==> src/include/qpsm_pkg.sv <==
package qpsm_pkg;

  // ----------------------------------------------------------------
  // port count and event layout
  // ----------------------------------------------------------------
  localparam int QPSM_PORTS = 4;
  // pending vector: [3:0] link change ports 1..4, [7:4] jabber ports 1..4
  localparam int QPSM_EVT_W = 2 * QPSM_PORTS;
  localparam int QPSM_EVT_LINK_LSB = 0;
  localparam int QPSM_EVT_JAB_LSB = 4;

  // ----------------------------------------------------------------
  // strap capture timing and reset values
  // ----------------------------------------------------------------
  // cycles after reset release before the synchronised straps are trusted
  localparam logic [1:0] QPSM_STRAP_SETTLE = 2'h2;
  // management enabled is the pulled-up default of the mode strap
  localparam logic QPSM_MGMT_EN_RST = 1'b1;
  // pulled-up port 1 strap selects low idle level
  localparam logic QPSM_IDLE_HIGH_RST = 1'b0;
  localparam logic [QPSM_EVT_W-1:0] QPSM_PEND_RST = 8'h00;
  localparam logic [QPSM_PORTS-1:0] QPSM_LINK_RST = 4'h0;

  // ----------------------------------------------------------------
  // strap sequencer states, gray along wait -> sample -> run
  // ----------------------------------------------------------------
  typedef enum logic [1:0] {
    QPSM_ST_WAIT = 2'b00,
    QPSM_ST_SAMPLE = 2'b01,
    QPSM_ST_RUN = 2'b11
  } qpsm_state_e;

  // ----------------------------------------------------------------
  // pad drive pair; oe_n low while the pad is driven
  // ----------------------------------------------------------------
  typedef struct packed {
    logic out;
    logic oe_n;
  } qpsm_pin_s;

  localparam qpsm_pin_s QPSM_PIN_RELEASED = 2'b01;

endpackage

==> src/hdl/qpsm_pins.sv <==
`timescale 1ns/1ps
module qpsm_pins
  import qpsm_pkg::*;
(
  input wire logic mclk,
  input wire logic reset,
  input wire logic [qpsm_pkg::QPSM_PORTS-1:0] link_lost,
  input wire logic [qpsm_pkg::QPSM_PORTS-1:0] jabber,
  input wire logic [qpsm_pkg::QPSM_EVT_W-1:0] int_clear,
  output logic [qpsm_pkg::QPSM_EVT_W-1:0] int_pending,
  input wire logic mgmt_data_tx,
  input wire logic mgmt_data_tx_en,
  output logic mgmt_data_rx,
  output logic mgmt_enabled,
  output logic rxd_idle_high,
  output logic strap_done,
  input wire logic mode_strap_pin,
  input wire logic mdio_pin_in,
  output qpsm_pkg::qpsm_pin_s mdio_pin,
  output qpsm_pkg::qpsm_pin_s int_pin,
  input wire logic link1_pin_in,
  output qpsm_pkg::qpsm_pin_s link1_pin,
  output logic link2_pin
);
  import qpsm_pkg::*;

  // ----------------------------------------------------------------
  // pad input synchronisers
  // ----------------------------------------------------------------
  // bit 2 mode strap, bit 1 port 1 strap, bit 0 data pin
  logic [2:0] pad_sync;

  qpsm_sync #(
    .WIDTH(3)
  ) u_pad_sync (
    .mclk(mclk),
    .reset(reset),
    .async_in({mode_strap_pin, link1_pin_in, mdio_pin_in}),
    .sync_out(pad_sync)
  );

  // ----------------------------------------------------------------
  // strap sequencer
  // ----------------------------------------------------------------
  qpsm_state_e state_reg; // where the strap capture stands
  qpsm_state_e state_next;
  logic [1:0] settle_reg; // counts synchroniser fill after release
  logic [1:0] settle_next;
  logic mgmt_en_reg; // latched management mode
  logic idle_high_reg; // latched receive idle level
  wire run = (state_reg == QPSM_ST_RUN);
  wire sample = (state_reg == QPSM_ST_SAMPLE);
  wire settled = (settle_reg == QPSM_STRAP_SETTLE);

  // next state: wait for the synchroniser, sample once, then run
  always_comb begin
    state_next = state_reg;
    settle_next = settle_reg;
    case (state_reg)
      QPSM_ST_WAIT: begin
        settle_next = settle_reg + 2'h1;
        if (settled) begin
          settle_next = settle_reg;
          state_next = QPSM_ST_SAMPLE;
        end
      end
      QPSM_ST_SAMPLE: begin
        state_next = QPSM_ST_RUN;
      end
      QPSM_ST_RUN: begin
        state_next = QPSM_ST_RUN;
      end
      default: begin
        state_next = QPSM_ST_WAIT;
        settle_next = 2'h0;
      end
    endcase
  end

  // async reset cannot take a pad value, so straps are caught just after release
  always_ff @(posedge mclk or posedge reset) begin
    if (reset) begin
      state_reg <= QPSM_ST_WAIT;
      settle_reg <= 2'h0;
    end else begin
      state_reg <= state_next;
      settle_reg <= settle_next;
    end
  end

  always_ff @(posedge mclk or posedge reset) begin
    if (reset) begin
      mgmt_en_reg <= QPSM_MGMT_EN_RST;
      idle_high_reg <= QPSM_IDLE_HIGH_RST;
    end else if (sample) begin
      mgmt_en_reg <= pad_sync[2];
      idle_high_reg <= ~pad_sync[1];
    end
  end

  assign mgmt_enabled = mgmt_en_reg;
  assign rxd_idle_high = idle_high_reg;
  assign strap_done = run;
  assign mgmt_data_rx = pad_sync[0];

  // ----------------------------------------------------------------
  // interrupt causes
  // ----------------------------------------------------------------
  logic [QPSM_PORTS-1:0] link_prev_reg; // last link state seen
  logic [QPSM_PORTS-1:0] jab_prev_reg; // last jabber state seen
  logic [QPSM_EVT_W-1:0] pend_next;
  wire [QPSM_PORTS-1:0] link_chg = link_lost ^ link_prev_reg;
  wire [QPSM_PORTS-1:0] jab_rise = jabber & ~jab_prev_reg;
  wire [QPSM_EVT_W-1:0] evt_set = {jab_rise, link_chg};

  assign pend_next = (int_pending & ~int_clear) | evt_set;

  // edge history and sticky pending bits
  always_ff @(posedge mclk or posedge reset) begin
    if (reset) begin
      link_prev_reg <= QPSM_LINK_RST;
      jab_prev_reg <= QPSM_LINK_RST;
      int_pending <= QPSM_PEND_RST;
    end else begin
      link_prev_reg <= link_lost;
      jab_prev_reg <= jabber;
      int_pending <= pend_next;
    end
  end

  // ----------------------------------------------------------------
  // pad output selection
  // ----------------------------------------------------------------
  qpsm_pin_s mdio_next;
  qpsm_pin_s int_next;
  qpsm_pin_s link1_next;
  wire irq_any = |pend_next;

  // port 4 status on data pin when management is off, else management drive
  assign mdio_next = !run ? QPSM_PIN_RELEASED :
                     mgmt_en_reg ? qpsm_pin_s'{out: mgmt_data_tx, oe_n: ~mgmt_data_tx_en} :
                     qpsm_pin_s'{out: link_lost[3], oe_n: 1'b0};

  // port 3 status on interrupt pin when management is off, else open-drain pending interrupt
  assign int_next = !run ? QPSM_PIN_RELEASED :
                    mgmt_en_reg ? qpsm_pin_s'{out: 1'b0, oe_n: ~irq_any} :
                    qpsm_pin_s'{out: link_lost[2], oe_n: 1'b0};

  // port 1 driven after its strap is read
  assign link1_next = run ? qpsm_pin_s'{out: link_lost[0], oe_n: 1'b0} : QPSM_PIN_RELEASED;

  always_ff @(posedge mclk or posedge reset) begin
    if (reset) begin
      mdio_pin <= QPSM_PIN_RELEASED;
      int_pin <= QPSM_PIN_RELEASED;
      link1_pin <= QPSM_PIN_RELEASED;
      link2_pin <= 1'b0;
    end else begin
      mdio_pin <= mdio_next;
      int_pin <= int_next;
      link1_pin <= link1_next;
      link2_pin <= link_lost[1];
    end
  end

  // ----------------------------------------------------------------
  // assertions
  // ----------------------------------------------------------------
  // management drive
  mdio_mgmt_a: assert property (@(posedge mclk) disable iff (reset)
    (run && mgmt_en_reg) |=> (mdio_pin.oe_n == !$past(mgmt_data_tx_en)) &&
      (mdio_pin.out == $past(mgmt_data_tx)))
    else $error("data pin not following management drive");

  link4_status_a: assert property (@(posedge mclk) disable iff (reset)
    (run && !mgmt_en_reg) |=> (!mdio_pin.oe_n && mdio_pin.out == $past(link_lost[3])))
    else $error("data pin not showing port 4 link loss");

  link3_status_a: assert property (@(posedge mclk) disable iff (reset)
    (run && !mgmt_en_reg) |=> (!int_pin.oe_n && int_pin.out == $past(link_lost[2])))
    else $error("interrupt pin not showing port 3 link loss");

  int_drain_a: assert property (@(posedge mclk) disable iff (reset)
    (run && mgmt_en_reg) |=> (int_pin.out == 1'b0) && (int_pin.oe_n == (int_pending == '0)))
    else $error("interrupt pin not open-drain or not tracking pending");

  link_evt_a: assert property (@(posedge mclk) disable iff (reset)
    (link_chg != '0) |=> ((int_pending[3:0] & $past(link_chg)) == $past(link_chg)))
    else $error("link change lost");

  jab_evt_a: assert property (@(posedge mclk) disable iff (reset)
    (jabber[0] && !jab_prev_reg[0]) |=> int_pending[QPSM_EVT_JAB_LSB] ##1
      (int_pending[QPSM_EVT_JAB_LSB] || $past(int_clear[QPSM_EVT_JAB_LSB])))
    else $error("jabber event lost");

  link12_out_a: assert property (@(posedge mclk) disable iff (reset)
    run |=> (link2_pin == $past(link_lost[1])) && !link1_pin.oe_n &&
      (link1_pin.out == $past(link_lost[0])))
    else $error("port 1 or 2 status wrong");

  idle_level_a: assert property (@(posedge mclk) disable iff (reset)
    sample |=> (rxd_idle_high == !$past(pad_sync[1])) && run)
    else $error("idle level not taken from strap");

  strap_hold_a: assert property (@(posedge mclk) disable iff (reset)
    run |=> run && $stable(mgmt_en_reg) && $stable(idle_high_reg))
    else $error("strap configuration changed after capture");

  int_release_a: assert property (@(posedge mclk) disable iff (reset)
    (run && mgmt_en_reg && int_pending != '0 && pend_next == '0) |=> int_pin.oe_n)
    else $error("interrupt pin held after causes cleared");

endmodule // qpsm_pins

==> src/hdl/qpsm_sync.sv <==
`timescale 1ns/1ps
// ------------------------------------------------------------------
// two-stage synchroniser for pad inputs
// ------------------------------------------------------------------
module qpsm_sync #(
  parameter int WIDTH = 1
) (
  input wire logic mclk,
  input wire logic reset,
  input wire logic [WIDTH-1:0] async_in,
  output logic [WIDTH-1:0] sync_out
);
  // first stage, read only by the second stage
  logic [WIDTH-1:0] meta_reg;

  // both stages reset to zero; callers gate strap use until settled, the data bit goes out at once
  always_ff @(posedge mclk or posedge reset) begin
    if (reset) begin
      meta_reg <= '0;
      sync_out <= '0;
    end else begin
      meta_reg <= async_in;
      sync_out <= meta_reg;
    end
  end
endmodule // qpsm_sync

==> config.mk <==
export PLATFORM = sky130hd
export DESIGN_NAME = qpsm_pins
export DESIGN_NICKNAME = d
export VERILOG_FILES = /design/src/include/qpsm_pkg.sv /design/src/hdl/qpsm_pins.sv /design/src/hdl/qpsm_sync.sv
export SDC_FILE = /design/constraint.sdc
export NUM_CORES = 1
export LEC_CHECK = 0
export ABC_AREA = 1
export BUFFER_PORTS_ARGS = -buffer_cell sky130_fd_sc_hd__clkbuf_2
export CORE_ASPECT_RATIO = 1.2
export CORE_MARGIN = 1
export CORE_UTILIZATION = 48
export CTS_CLUSTER_DIAMETER = 60
export DETAILED_ROUTE_END_ITERATION = 16
export PLACE_DENSITY = 0.78
export SYNTH_ARGS = -nofsm -noshare
export SYNTH_HDL_FRONTEND = slang
export SYNTH_HIERARCHICAL = 1
export SYNTH_SLANG_ARGS = --single-unit
==> constraint.sdc <==
create_clock -name mclk -period 1.4 [get_ports mclk]
set_input_delay 0.28 -clock mclk [delete_from_list [all_inputs] [get_ports mclk]]
set_output_delay 0.28 -clock mclk [all_outputs]
set_load 0.01 [all_outputs]
==> reports/metrics.cfg <==
[drt]
dr.pass1.iters=4
vias=903
drt_iter0_drc=11
wl_per_cell_um=10.1
wl_um=2060
via_per_inst=4.43
drc=0
drtAntennaViolNets=0

[status]
outcome=finished, final reports clean

[worst_setup_path]
crit_path_top_delay_cell=dfrtp_1
crit_type=flip-flop to output pin
cp.buffers_inverters=2
cp.depth=3
slowest_delay_ps=420
critPathMaxFanout=5
reg2regPathDepth=4
worstPathRequired_ps=1120
crit_chain=nand2_2 -> inv_2 -> clkbuf_2
worst_ep_arrival_time_ps=1040
critPathLaunchType=flip-flop
end_kind=output pin
crit_family=flip-flops

[synth]
yosys.area_share.xor_xnor_pct=0
yosys-top-cells-area=dfrtp_1, nand2_1, dfstp_2, inv_1, nor2_1
syn_nets=146
synthAdderAreaFrac_pct=1.02
synthSimpleGateAreaFrac_pct=16.3
synth_top_family_by_area=simple AND/OR/NAND/NOR gates
synth_seq_cells=34
syn_area_um2=1220
yosys.area.top_type=dfrtp_1
synth_compound_area_share_pct=3.89
synth_top_area_share_pct=61.3
syn_avg_cell_area_um2=10.0
yosysUniqueCellTypes=14
synth_warnings=6
ys_seq_area_share_pct=69.9
synthMuxAreaShare_pct=0
syn-instance-count=122

[cells_and_area]
final_net_count=196
synthToLayoutAreaGrowth_pct=26.7
fillerInstances=184
num_antenna_cells=0
drive_gt1_share_pct=33.5
largest_reg_flops=8
final_cell_area_um2=1550
finish.utilization_pct=65.9

[global_routing]
grt_usage_pct=18.4
first_global_vias=895
antenna_found_initial=0
met2_usage_pct=32.0
grt_max_degree=29
use_met3_pct=9.49
grt-busiest-layer=met2
grt_pass1_wl_um=3430
globalRoute.totalOverflow=0
grt.met1_usage_pct=17.3

[sta]
hold_viol_final=0
finalClockSkew_ps=10.7
grt_setup_unrepaired=no
min_period_ps=1320
fmax_mhz=756
fin_crit_sh_pct=94.5
fin_ws_ps=76.4
tightest_slew_ps=333
finalSetupTns_ps=0
maxSlewViolCount=0
timing.hold.ws_ps=55.6
slew_headroom_pct=77.8
finalSetupViolations=0

[cts]
cts_tree=built
cts_made_buffers=5
cts_buffer_depth=2
cts.reportedPaths.clkPinSlew_ps=90
cts-root-buf=clkbuf_4
htree_levels=2
cts_num_sinks=34
clkLatencyLatePin_ps=330

[power_and_ir_drop]
power.leakage_nw=0.891
p_switching_mw=0.417
sequentialPowerShare_pct=59.5
intPower_mw=1.36
pwr_density_cell_nw_per_um2=1140
power_frac_clock_pct=30.6
p_sw_share_pct=23.5
peakVddDrop_mv=0.751
p_comb_share_pct=9.9

[floorplanning]
core_area_um2=2350
rows=19
io_pins=42
start_util_pct=52.0
dieArea_um2=2760
die_h_um=57.3
die-width_um=48.1

[hold_path]
whs_path_depth=1
hold_class=input port to flip-flop

[placement]
globalplace.congestion=0.718
hpwl_um=1610
placed_cell_area_um2=1470
port_buffers=41
dpl_worst_slack_ps=234

[job]
drv_cap=0

[cell usage after synthesis]
| library cell | instances |
|---|---|
| nand2_1 | 34 |
| dfrtp_1 | 30 |
| inv_1 | 28 |
| nor2_1 | 13 |
| dfstp_2 | 4 |
| a21oi_1 | 3 |
| o21ai_0 | 2 |
| o21ai_2 | 2 |
| clkbuf_1 | 1 |
| ha_1 | 1 |
| nand3_1 | 1 |
| o21ai_1 | 1 |
| or2_0 | 1 |
| or3_4 | 1 |
[final timing paths]
kind | from | endpoint | slack [ps]
min in group asynchronous | reset | u_pad_sync/sync_out[2]$_DFF_PP0_ | 390
max reg2reg | settle_reg[0]$_DFFE_PP0P_ | settle_reg[1]$_DFFE_PP0P_ | 220
min reg2reg | u_pad_sync/meta_reg[1]$_DFF_PP0_ | u_pad_sync/sync_out[1]$_DFF_PP0_ | 360
max in group asynchronous | reset | link1_pin[0]$_DFF_PP1_ | 560
max | state_reg[1]$_DFFE_PP0P_ | strap_done | 80
min | mdio_pin_in | u_pad_sync/meta_reg[0]$_DFF_PP0_ | 60
[layer usage]
layer	wire length [um]	vias to the layer above	share of wire, %
li1	-	452	-
met1	760	414	37
met2	1130	31	55
met5	0	-	0
met3	134	6	6.5
met4	36	0	1.7
[metrics by stage]
step | cells | total power [mW]
final | 204 | 1.77
after global routing | 204 | 1.88
after CTS | 204 | 1.80
after detailed placement | 194 | 1.25
after global placement | 194 | 1.24
after floorplan | 122 | 1.16
[cell type report]
| class | count | area, um2 | share of cell area (%) |
|---|---|---|---|
| Tap cell | 31 | 38.8 | 2.50 |
| Inverter | 28 | 105 | 6.78 |
| Clock buffer | 8 | 58.8 | 3.79 |
| Timing Repair Buffer | 44 | 230 | 14.9 |
| Sequential cell | 34 | 856 | 55.2 |
| Multi-Input combinational cell | 59 | 262 | 16.9 |
[cell families after synthesis]
logic type	count (synthesis)
adders and majority gates	1
buffers and inverters	29
AOI/OAI and AO/OA	8
and+or+nand+nor	50
DFF	34
[cell usage in the layout, fill, tap and decap left out, drive strengths merged]
master | Yosys | layout
a21oi | 3 | 3
or3 | 1 | 1
or2 | 1 | 1
buf | 0 | 2
o21ai | 5 | 5
ha | 1 | 1
dfrtp | 30 | 30
dfstp | 4 | 4
dlygate4sd3 | 0 | 1
nand2 | 34 | 34
clkbuf | 1 | 49
nor2 | 13 | 13
inv | 28 | 28
nand3 | 1 | 1
[power groups by stage]
stage               clock (mW)  combinational (mW)  sequential, mW
finish                   0.542               0.175            1.06
floorplan                    0              0.0702            1.09
detailed placement           0               0.177            1.08
CTS                      0.560               0.180            1.06
global placement             0               0.169            1.07
global route             0.613               0.204            1.06
[worst register-to-register path, cell delays in order, from the launching register on]
cell and delay (ps):
dfrtp_1 400, inv_1 60, ha_1 200, or3_4 340
o21ai_2 110
[repair_timing]
item | CTS | global route
endpoints found under the setup margin | 1 | 1
setup buffers | 1 | 0
hold endpoints to repair | 30 | 0
gates resized for setup | 1 | 1
hold buffers | 1 | 0
pin swaps | 0 | 0
gates cloned | 0 | 0
No activity file was read; power rests on OpenSTA's default activity.
